## src/hdl/isc_pkg.sv

```systemverilog
// Constants for the interrupt control and source enable block
// How it works
// - Control bit 0 gates all interrupts; zero suppresses every host interrupt except an edge pulse already running, which ends at its count.
// - Writing the gate bit leaves the source enable mask untouched.
// - Control bit 1 picks level (zero) or edge (one) output signalling.
// - Control bit 2 picks active low/falling (zero) or active high/rising (one).
// - Mask bits 8 to 0 let their source interrupt; bits 15 to 9 read zero.
// - Mask bits 0 to 4: wake-up, keypad, keypad overflow, rotator, rotator overflow.
// - Mask bits 5, 6 and 7 belong to PWM channels 0, 1 and 2.
// - Mask bit 8 gates the GPIO controller interrupt.
// - In level style an asserted output stays asserted until software clears the status flag, mask bit or gate bit; edge style gives a fixed-width pulse.
// - Status flags set when their source fires, whatever the mask says.
package isc_pkg;

  // Byte register addresses, most significant byte first
  localparam logic [7:0] ADDR_CTRL_MSB = 8'h10;
  localparam logic [7:0] ADDR_CTRL_LSB = 8'h11;
  localparam logic [7:0] ADDR_MASK_MSB = 8'h12;
  localparam logic [7:0] ADDR_MASK_LSB = 8'h13;
  localparam logic [7:0] ADDR_STAT_MSB = 8'h14;
  localparam logic [7:0] ADDR_STAT_LSB = 8'h15;

  // Control field positions
  localparam int GATE_BIT  = 0;
  localparam int STYLE_BIT = 1;
  localparam int POL_BIT   = 2;

  // Source indices
  localparam int NUM_SOURCES  = 9;
  localparam int SRC_WAKE     = 0;
  localparam int SRC_KEYPAD   = 1;
  localparam int SRC_KEY_OVF  = 2;
  localparam int SRC_ROTATOR  = 3;
  localparam int SRC_ROT_OVF  = 4;
  localparam int SRC_PWM0     = 5;
  localparam int SRC_PWM1     = 6;
  localparam int SRC_PWM2     = 7;
  localparam int SRC_GPIO     = 8;

  // Reset values
  localparam logic [2:0] CTRL_RESET = 3'h0;
  localparam logic [8:0] MASK_RESET = 9'h000;
  localparam logic       FLAG_RESET = 1'b0;

  // Edge mode pulse width
  localparam int CLK_PERIOD_NS     = 40;
  localparam int EDGE_PULSE_NS     = 200;
  localparam int EDGE_PULSE_CYCLES = (EDGE_PULSE_NS + CLK_PERIOD_NS - 1) / CLK_PERIOD_NS;

endpackage

```

## src/hdl/isc_flag_cell.sv

```systemverilog
// One sticky status flag with set-over-clear priority
`timescale 1ns/1ps
module isc_flag_cell
(
  // Clock and control
  input  wire logic clk,
  input  wire logic reset,
  input  wire logic ce,
  // Flag events
  input  wire logic set,
  input  wire logic clear,
  // Flag state
  output logic      flag
);

  // A source firing in the same cycle as a clear is kept
  always_ff @(posedge clk)
  begin
    if (reset)
      flag <= isc_pkg::FLAG_RESET;
    else if (ce)
    begin
      if (set)
        flag <= 1'b1;
      else if (clear)
        flag <= 1'b0;
    end
  end

endmodule

```

## src/hdl/isc_irq_control.sv

```systemverilog
// Interrupt control, source enable mask, status flags and host interrupt output
`timescale 1ns/1ps
module isc_irq_control
#(
  parameter int PULSE_CYCLES = isc_pkg::EDGE_PULSE_CYCLES
)
(
  // Clock and control
  input  wire logic       clk,
  input  wire logic       reset,
  input  wire logic       ce,
  // Byte register port from the serial slave
  input  wire logic [7:0] reg_addr,
  input  wire logic       reg_wr,
  input  wire logic [7:0] reg_wdata,
  output logic      [7:0] reg_rdata,
  // Source events, one-cycle pulses
  input  wire logic       wake_event,
  input  wire logic       keypad_event,
  input  wire logic       keypad_overflow_event,
  input  wire logic       rotator_event,
  input  wire logic       rotator_overflow_event,
  input  wire logic       pwm0_event,
  input  wire logic       pwm1_event,
  input  wire logic       pwm2_event,
  input  wire logic       gpio_event,
  // Host interrupt
  output logic            irq_out
);

  logic [2:0] irq_control;
  logic [8:0] irq_source_enable_mask;
  logic [8:0] irq_status_flags;
  logic [8:0] src_vec;
  logic [8:0] stat_clear;
  logic       global_irq_gate;
  logic       irq_output_style;
  logic       irq_output_polarity;
  logic       pending;
  logic       pending_q;
  logic       edge_start;
  logic [7:0] pulse_cnt;
  logic       pulse_active;
  logic       next_active;

  assign global_irq_gate     = irq_control[isc_pkg::GATE_BIT];
  assign irq_output_style    = irq_control[isc_pkg::STYLE_BIT];
  assign irq_output_polarity = irq_control[isc_pkg::POL_BIT];

  // Source order in the flag and mask vectors
  assign src_vec[isc_pkg::SRC_WAKE]    = wake_event;
  assign src_vec[isc_pkg::SRC_KEYPAD]  = keypad_event;
  assign src_vec[isc_pkg::SRC_KEY_OVF] = keypad_overflow_event;
  assign src_vec[isc_pkg::SRC_ROTATOR] = rotator_event;
  assign src_vec[isc_pkg::SRC_ROT_OVF] = rotator_overflow_event;
  assign src_vec[isc_pkg::SRC_PWM0]    = pwm0_event;
  assign src_vec[isc_pkg::SRC_PWM1]    = pwm1_event;
  assign src_vec[isc_pkg::SRC_PWM2]    = pwm2_event;
  assign src_vec[isc_pkg::SRC_GPIO]    = gpio_event;

  // Control register; upper byte is read-only zero
  always_ff @(posedge clk)
  begin
    if (reset)
      irq_control <= isc_pkg::CTRL_RESET;
    else if (ce && reg_wr && reg_addr == isc_pkg::ADDR_CTRL_LSB)
      irq_control <= reg_wdata[2:0];
  end

  // Enable mask; its own process so control writes never reach it
  always_ff @(posedge clk)
  begin
    if (reset)
      irq_source_enable_mask <= isc_pkg::MASK_RESET;
    else if (ce && reg_wr && reg_addr == isc_pkg::ADDR_MASK_MSB)
      irq_source_enable_mask[8] <= reg_wdata[0];
    else if (ce && reg_wr && reg_addr == isc_pkg::ADDR_MASK_LSB)
      irq_source_enable_mask[7:0] <= reg_wdata;
  end

  // Write one to a status bit clears it
  always_comb
  begin
    stat_clear = 9'h000;
    if (reg_wr && reg_addr == isc_pkg::ADDR_STAT_MSB)
      stat_clear[8] = reg_wdata[0];
    else if (reg_wr && reg_addr == isc_pkg::ADDR_STAT_LSB)
      stat_clear[7:0] = reg_wdata;
  end

  // One sticky flag per source
  for (genvar i = 0; i < isc_pkg::NUM_SOURCES; i++)
  begin : g_flag
    isc_flag_cell u_cell
    (
      .clk   (clk),
      .reset (reset),
      .ce    (ce),
      .set   (src_vec[i]),
      .clear (stat_clear[i]),
      .flag  (irq_status_flags[i])
    );
  end

  // Registered read data, one cycle after the address; reserved bits read zero
  always_ff @(posedge clk)
  begin
    if (reset)
      reg_rdata <= 8'h00;
    else if (ce)
    begin
      unique case (reg_addr)
        isc_pkg::ADDR_CTRL_LSB: reg_rdata <= {5'h00, irq_control};
        isc_pkg::ADDR_MASK_MSB: reg_rdata <= {7'h00, irq_source_enable_mask[8]};
        isc_pkg::ADDR_MASK_LSB: reg_rdata <= irq_source_enable_mask[7:0];
        isc_pkg::ADDR_STAT_MSB: reg_rdata <= {7'h00, irq_status_flags[8]};
        isc_pkg::ADDR_STAT_LSB: reg_rdata <= irq_status_flags[7:0];
        default:                reg_rdata <= 8'h00;
      endcase
    end
  end

  // Pending stays up while any enabled flag is set and the gate is open
  assign pending = global_irq_gate && |(irq_status_flags & irq_source_enable_mask);

  // Edge mode fires a fixed-width pulse on each new rise of pending
  assign edge_start   = irq_output_style && pending && !pending_q;
  assign pulse_active = pulse_cnt != 8'h00;

  // Last pending value, for spotting a new rise
  always_ff @(posedge clk)
  begin
    if (reset)
      pending_q <= 1'b0;
    else if (ce)
      pending_q <= pending;
  end

  // A new rise reloads the count; a later source while pending is still up starts no new pulse
  always_ff @(posedge clk)
  begin
    if (reset)
      pulse_cnt <= 8'h00;
    else if (ce)
    begin
      if (edge_start)
        pulse_cnt <= 8'(PULSE_CYCLES);
      else if (pulse_active)
        pulse_cnt <= pulse_cnt - 8'h01;
    end
  end

  // Level mode holds until the flag, its mask bit or the gate is cleared, so a host cannot miss it
  assign next_active = irq_output_style ? (edge_start || (pulse_active && pulse_cnt != 8'h01))
                                        : pending;

  // Output register; reset shows the inactive level of the reset polarity
  always_ff @(posedge clk)
  begin
    if (reset)
      irq_out <= 1'b1;
    else if (ce)
      irq_out <= irq_output_polarity ? next_active : !next_active;
  end
endmodule

```

## config.mk

```make
export PLATFORM = sky130hd
export DESIGN_NAME = isc_irq_control
export DESIGN_NICKNAME = d
export VERILOG_FILES = /design/src/hdl/isc_pkg.sv /design/src/hdl/isc_flag_cell.sv /design/src/hdl/isc_irq_control.sv
export SDC_FILE = /design/constraint.sdc
export NUM_CORES = 1
export LEC_CHECK = 0
export BUFFER_PORTS_ARGS = -buffer_cell sky130_fd_sc_hd__buf_2
export CORE_AREA = 5 5 61 74
export DETAILED_ROUTE_END_ITERATION = 12
export DIE_AREA = 0 0 66 79
export PLACE_DENSITY = 0.81
export SETUP_SLACK_MARGIN = 0.02
export SLEW_MARGIN = 40
export SYNTH_ARGS = -nofsm -noshare
export SYNTH_HDL_FRONTEND = slang
export SYNTH_SLANG_ARGS = --single-unit
```

## constraint.sdc

```tcl
create_clock -name clk -period 2.46 [get_ports clk]
set_input_delay 0.246 -clock clk [delete_from_list [all_inputs] [get_ports clk]]
set_output_delay 0.246 -clock clk [all_outputs]
set_load 0.01 [all_outputs]
```

Word level (Yosys, flattened, before mapping)
Cells that the tools add are included.
- register bits: 39
- bits of input ports: 29
- output and inout bits: 9
- logic and storage cells: 87
- add/sub/neg operators: 1
- equality and inequality tests: 6
- muxes and demuxes: 26
- bitwise operators: 2
- reduce and logical (&&, ||, !) cells: 36
- operators by type and width (kind ; number):
    $eq 8x5->1 const B ; 5
    $pmux 8 s5 ; 1
    $mux 8 ; 4
    $reduce_and 2->1 ; 11
    $mux 1 ; 21
    $reduce_bool 2->1 ; 10
    $logic_and 1x1->1 ; 10
    $and 9x9->9 ; 1
    $reduce_or 9->1 ; 1
    $ne 8x1->1 const B ; 1
    $reduce_bool 8->1 ; 1
    $sub 8x1->8 const B ; 1
    $logic_not 1->1 ; 2
    $logic_or 1x1->1 ; 1
    $not 1->1 ; 1

Depth between registers and ports, before layout
Gate-level depths: netlist of run 1.
- word-level depth: 9
- depth in mapped cells: 6
- depth with buffers taken out: 6

By module
From an unflattened synthesis of run 1, not the netlist that was laid out.
- cells, all modules: 220
- area, all modules: 2026.9 µm²
- modules (own cells, without submodules) (module ; instances ; cells an instance ; area an instance (µm²) ; seq. area each (µm²)):
    isc_irq_control ; 1 ; 184 ; 1644.1 ; 600.6
    isc_flag_cell ; 9 ; 4 ; 42.5 ; 20.0

Worst setup path after synthesis of run 1
No wires, ideal clock.
- kind: register to register
- start: register pulse_cnt[4]
- end: register irq_out
- setup time: 0.122 ns
- arrival: 1.726 ns
- data required time: 2.338 ns
- setup slack: 0.613 ns
- stages on the path, launching flop included: 6
- path buffers: 1
- period minus slack after synthesis: 1.847 ns
- path through: dfxtp_1 -> or3_1 -> clkbuf_2 -> o31a_1 -> or4_1 -> o311a_1
- word-level cells in the longest chain between the ends: 6
- elaborated cells between the ends (all ways): 7
- classes of those cells: eq/ne: 1; mux: 2; reduce/logical: 4
- RTL lines (item ; line ; text):
    start, declared ; isc_irq_control.sv:42 ; logic [7:0] pulse_cnt;
    start signal, assigned ; isc_irq_control.sv:147 ; pulse_cnt <= 8'(PULSE_CYCLES);
    start signal, assigned ; isc_irq_control.sv:149 ; pulse_cnt <= pulse_cnt - 8'h01;
    $ne 8x1->1 or $reduce_bool 8->1 (tied branches) ; isc_irq_control.sv:154, isc_irq_control.sv:128 ;
    $logic_and 1x1->1 (*) ; isc_irq_control.sv:154 ; assign next_active = irq_output_style ? (edge_start || (pulse_active && pulse_cnt != 8'h01))
    $logic_or 1x1->1 (*) ; isc_irq_control.sv:154 ;
    $mux 1 (*) ; isc_irq_control.sv:154 ;
    $logic_not 1->1 ; isc_irq_control.sv:163 ; irq_out <= irq_output_polarity ? next_active : !next_active;
    $mux 1 (*) ; isc_irq_control.sv:163 ;
    end signal, assigned ; isc_irq_control.sv:163 ;
    end, declared ; isc_irq_control.sv:28 ; output logic irq_out
Mark *: on every way between the ends. The rest lies on a longest branch, timed or not.
A chain may end at the register's enable or synchronous reset.

Final worst setup path of run 1
- start: register pulse_cnt[0]
- end: register pulse_cnt[0]
- word-level cells in the longest chain between the ends: 3
- elaborated cells between the ends (all ways): 6
- classes of those cells: add/sub: 1; mux: 2; reduce/logical: 3
- RTL lines (item ; line):
    $sub 8x1->8 or $reduce_bool 8->1 (tied branches) ; isc_irq_control.sv:149, isc_irq_control.sv:128
    $mux 8 or $reduce_bool 2->1 (tied branches) ; -
    $mux 8 or $reduce_and 2->1 (tied branches) ; -
Parallel ways exist; a longest one is shown, timed or not. The select of a mux whose other input is x is not followed.

==> flow_summary.toml, run 1 <==
[floorplanning]
initial_utilization_pct = 50.2
dieArea_um2 = 5210
fp.dieW_um = 66
die_h_um = 79
rows = 25
ios = 38
coreArea_um2 = 3780

[cts]
cts_resized = 0
clock_sinks = 39
cts_setup_buffers = 0
cts_hold_buf = 0
clk_pin_slew_worst_paths_ns = 0.08
cts_buffers = 5
clk_latency_ns = 0.29
htree_levels = 2
clockBufferDepth = 2
cts_tree = "yes"
root_buffer = "clkbuf_8"

[global_route]
grt_remaining_overflow = 0
grt_pass1_wl_um = 7520
grt_usage_pct = 18.4
grt_pass1_vias = 1640
grt_max_degree = 33
antenna_found_initial = 0

[synthesis]
synth_edf_count = 0
yosys.area.top_type_share_pct = 41.1
synth_area_um2 = 1900
synthesis.nets = 242
synthFlopType = "dfxtp_1"
synth_warnings = 0
synthTopCellsByCount = "dfxtp_1, nand2_1, nor2_1"
synthArstFlopShare_pct = 0
synthCells = 210
yosysMostFrequentCell = "dfxtp_1"
yosys.area.top_type = "dfxtp_1"
ys_types = 47
synth-seq-cells = 39
synthTopCellsByArea = "dfxtp_1, mux2i_1, a22o_1"
ys_seq_area_share_pct = 41.1
avgSynthCellArea_um2 = 9.06

[placement]
portBuffers = 37
dp_hpwl_um = 3230
gp_congestion = 0.809

[cells_and_area]
drive_gt1_share_pct = 24.6
syn_to_final_growth_pct = 18.3
final_util_pct = 59.4
nets = 279
diodes = 0
multiInputGateArea_um2 = 1060
n_fill_cell = 352
seq_area_um2 = 781

[sta]
period_minus_slack_ns = 1.97
rsz0062_at_grt = "false"
setup_viol = 0
drv_slew = 0
skew_ns = 0.00946
setup_tns_ns = 0
final.period_utilization_pct = 80.2
fmax_mhz = 507
worst_pin_slew_ns = 0.598
hold_violations = 0
slew_headroom_pct = 60.2

[routing]
firstDrtPassIters = 4
drc_errors = 0
wirelength_um = 4340
routedWlPerCell_um = 14.4
vias_per_cell = 5.68
drtIter0Drc = 91
vias = 1714
drtAntennaViolNets = 0

[critical_path]
start_kind = "register"
r2r_slack_ns = 0.49
cp-end-kind = "register"
worstPathRequired_ns = 2.66
r2r-start = "pulse_cnt[0]"
rr_endpoint = "pulse_cnt[0]"
crit_arrival_ns = 2.17
path_class = "register to register"
setup.worst_path.start = "pulse_cnt[0]"
crit_end = "pulse_cnt[0]"
ff2ff_path_depth = 6
worst-path-max-fanout = 5

[outcome]
outcome = "finished, final reports clean"

[power]
power_density_nw_per_um2 = 688
power_mw = 1.55
ir_worst_vdd_mv = 0.491
p_leak_nw = 0.936

[hold_path]
hold_class = "primary input to register"

[flow_run]
maxCapViolCount = 0
## power by group
| group | internal, mW | leakage (nW) | switching [mW] |
|---|---|---|---|
| registers | 0.684 | 0.318 | 0.0499 |
| clock network | 0.255 | 0.0505 | 0.214 |
| logic | 0.155 | 0.568 | 0.190 |
| total | 1.09 | 0.936 | 0.455 |
## cells by family (layout without fill, tap and decap cells)
logic type | Yosys count | in the layout | share of synthesized area [%]
AOI/OAI and AO/OA | 69 | 69 | 26.1
xor gates and xnor gates | 4 | 4 | 1.84
adders and majority gates | 3 | 3 | 1.97
buffers and inverters | 16 | 54 | 3.22
DFF | 39 | 39 | 41.1
muxes | 12 | 12 | 6.32
and+or+nand+nor | 67 | 67 | 19.5
## sequential cells by signal (all words and copies together) (netlist names)
register / cells
pulse_cnt: 8
irq_out: 1
irq_control: 3
g_flag.u_cell.flag: 9
irq_source_enable_mask: 9
pending_q: 1
reg_rdata: 8
## worst min path at each step
stage                     depth (start not counted)          from                        end  slack, ns
after floorplan                                   2  reg_wdata[0]  irq_source_enable_mask[0]       0.39
after CTS                                         3    pwm0_event      g_flag[5].u_cell.flag       0.19
final                                             3    pwm0_event      g_flag[5].u_cell.flag       0.19
after detailed placement                          1  reg_rdata[4]               reg_rdata[4]       0.46
after global placement                            1  reg_rdata[4]               reg_rdata[4]       0.46
after global routing                              3    pwm0_event      g_flag[5].u_cell.flag       0.20
## final cells by class
| cell class | instances | area share (%) |
|---|---|---|
| Clock buffer | 7 | 4.28 |
| Clock inverter | 1 | 0.334 |
| Inverter | 4 | 0.667 |
| Multi-Input combinational cell | 155 | 47.1 |
| Sequential cell | 39 | 34.7 |
| Tap cell | 54 | 3.00 |
| Timing Repair Buffer | 42 | 9.90 |
## worst max-delay path: stages, from the launching register on
cell	delay, ns
dfxtp_1	0.33
inv_1	0.12
ha_1	0.20
or4b_1	0.52
o21ai_0	0.40
a211oi_1	0.09
a311oi_1	0.24
## per-layer routing
layer,vias to the layer above,track usage (%),routed length (um)
met4,0,6.10,66
met5,-,0,0
met1,805,22.0,1820
met3,8,4.67,220
li1,860,-,-
met2,41,31.7,2240
## placed cells by master (no fill, tap or decap), drive strengths merged, types with 2 or more instances in the layout
cell type,count
inv,4
or3,2
nand4b,2
clkbuf,7
a22oi,4
buf,42
a22o,12
ha,3
a21oi,17
nand2,20
nand3b,3
nor3,3
o21ai,13
xor2,4
or4,3
o211ai,4
nor2,18
nand3,3
mux2i,12
or4b,4
o31ai,6
nor2b,2
dfxtp,39
## metrics by stage
step	std cells	setup slack [ns]	hold WS, ns	instance area [um2]
after global routing	302	0.370	0.200	2250
after floorplan	210	0.613	0.390	1900
final	302	0.487	0.192	2250
after CTS	302	0.485	0.187	2250
after global placement	294	0.507	0.461	2150
after detailed placement	294	0.421	0.463	2150
Note: power is estimated with default switching activity, not from simulation.
==> run 2, diff against run 1 <==
Settings changed: CORE_AREA 5 5 61 74 to 5 5 63 77, DIE_AREA 0 0 66 79 to 0 0 68 82, PLACE_DENSITY 0.81 to 0.79.
Clock period 2.46 ns to 1.73 ns, I/O delays scaled along.
==> run 2 against run 1 <==
Net effect:
- first-iteration DRC count is 23% lower
- non-clock buffer count up 17
- critical path depth is the same
- flip-flop and latch count unchanged
- clock power grew 29%
- worst setup slack worse by 0.45 ns
- power rose by 56%
- sequential power is 42% higher
- largest cell class unchanged
- die area is 6.9% higher
- combinational power increased by 120%
- count of clock-buffer cells in the layout unchanged
- global-route usage about the same
==> flow_summary.toml, run 2 (synthesis results as in run 1) <==
[outcome]
outcome = "finished, final reports clean"

[critical_path]
r2r_slack_ns = 0.03
path_class = "register to register"
cp-end-kind = "register"
ff2ff_path_depth = 6
crit_arrival_ns = 1.90
worst-path-max-fanout = 4
worstPathRequired_ns = 1.93
start_kind = "register"

[placement]
gp_congestion = 0.849
dp_hpwl_um = 3400
portBuffers = 37
dpl_cell_area_um2 = 2280

[routing]
drc_errors = 0
routedWlPerCell_um = 14.4
vias = 1753
wirelength_um = 4620
drtAntennaViolNets = 0
vias_per_cell = 5.46
firstDrtPassIters = 4
drtIter0Drc = 70

[global_route]
grt_usage_pct = 18.4
grt_pass1_wl_um = 7820
grt_pass1_vias = 1740
grt_max_degree = 23
grt_remaining_overflow = 0
antenna_found_initial = 0

[cts]
htree_levels = 2
cts_buffers = 5
cts_hold_buf = 0
clockBufferDepth = 2
cts_tree = "yes"
root_buffer = "clkbuf_8"
clk_latency_ns = 0.30
clock_sinks = 39
clk_pin_slew_worst_paths_ns = 0.08

[cells_and_area]
reg.largest.list = "g_flag.u_cell.flag: 9 flops, irq_source_enable_mask: 9 flops"
final_util_pct = 59.0
n_fill_cell = 375
drive_gt1_share_pct = 32.8
final_area_um2 = 2400
diodes = 0
nets = 296
syn_to_final_growth_pct = 26.2
layout_common_cells = "buf_2, dfxtp_1, buf_4"
layout_commonest_cell = "buf_2"

[sta]
rsz0062_at_grt = "true"
slew_headroom_pct = 67.6
worst_pin_slew_ns = 0.485
skew_ns = 0.00599
setup_viol = 0
fmax_mhz = 589
hold_violations = 0
final.period_utilization_pct = 98.1
drv_slew = 0
period_minus_slack_ns = 1.70
hold_ws_ns = 0.108

[power]
p_leak_nw = 1.02
power_density_nw_per_um2 = 1010
ir_worst_vdd_mv = 0.564

[floorplanning]
die_h_um = 82
dieArea_um2 = 5580
ios = 38
rows = 26
coreArea_um2 = 4070
fp.dieW_um = 68
initial_utilization_pct = 46.8

[hold_path]
min_path_cells = 3
hold_class = "primary input to register"

[flow_run]
maxCapViolCount = 0
run 2: cell count changes in the layout (fill, tap and decap cells not counted), sizes merged:
cell	delta
clkinv	+1
buf	+17
clkinvlp	-1
run 2: metrics by stage:
step	total power, mW	TNS, ns	worst slack, ns	cells
2_1_floorplan	1.46	0	0.0389	210
3_3_place_gp	1.70	0	0.0161	312
3_5_place_dp	1.72	-0.0637	-0.0331	312
4_1_cts	2.37	0	0.00221	320
5_1_grt	2.56	-0.187	-0.0797	321
6_report	2.41	0	0.0323	321
run 2: layer usage:
layer  global-route usage (%)  wire length (um)  vias up  part of all wire (%)
li1                         -                 -      893                     -
met1                     22.4              2000      820                    43
met2                     30.8              2320       31                    50
met3                     5.06               214        9                   4.6
met4                     6.16                85        0                   1.8
met5                        0                 0        -                     0
run 2: what timing repair did:
item	CTS	global route
endpoints found under the setup margin	5	8
setup buffers	0	1
resized for setup	6	4
pin swaps	6	6
run 2: path summary, 6_finish.rpt:
check                                    from                    end
worst min register to register   reg_rdata[4]           reg_rdata[4]
worst min-delay path            rotator_event  g_flag[3].u_cell.flag
worst max-delay path             pulse_cnt[1]           pulse_cnt[0]
worst max register to register   pulse_cnt[1]           pulse_cnt[0]
run 2: area by class of cell:
type	count	area (um2)	area share (%)
Timing Repair Buffer	59	354	14.8
Sequential cell	39	786	32.7
Tap cell	56	70.1	2.92
Multi-Input combinational cell	155	1090	45.6
Clock buffer	7	76.3	3.18
Inverter	4	15.0	0.626
Clock inverter	1	5.00	0.209
run 2: critical path: stages (launching register included):
cell      delay [ns]
dfxtp_2         0.32
inv_2           0.07
ha_4            0.12
or4b_4          0.47
o21ai_1         0.28
a211oi_1        0.09
a311oi_1        0.24
run 2: where the power goes:
part / internal [mW] / leakage (nW) / switching, mW
Clock: 0.283 / 0.0422 / 0.323
Sequential: 0.979 / 0.319 / 0.0585
Combinational: 0.419 / 0.656 / 0.351
Total: 1.68 / 1.02 / 0.732
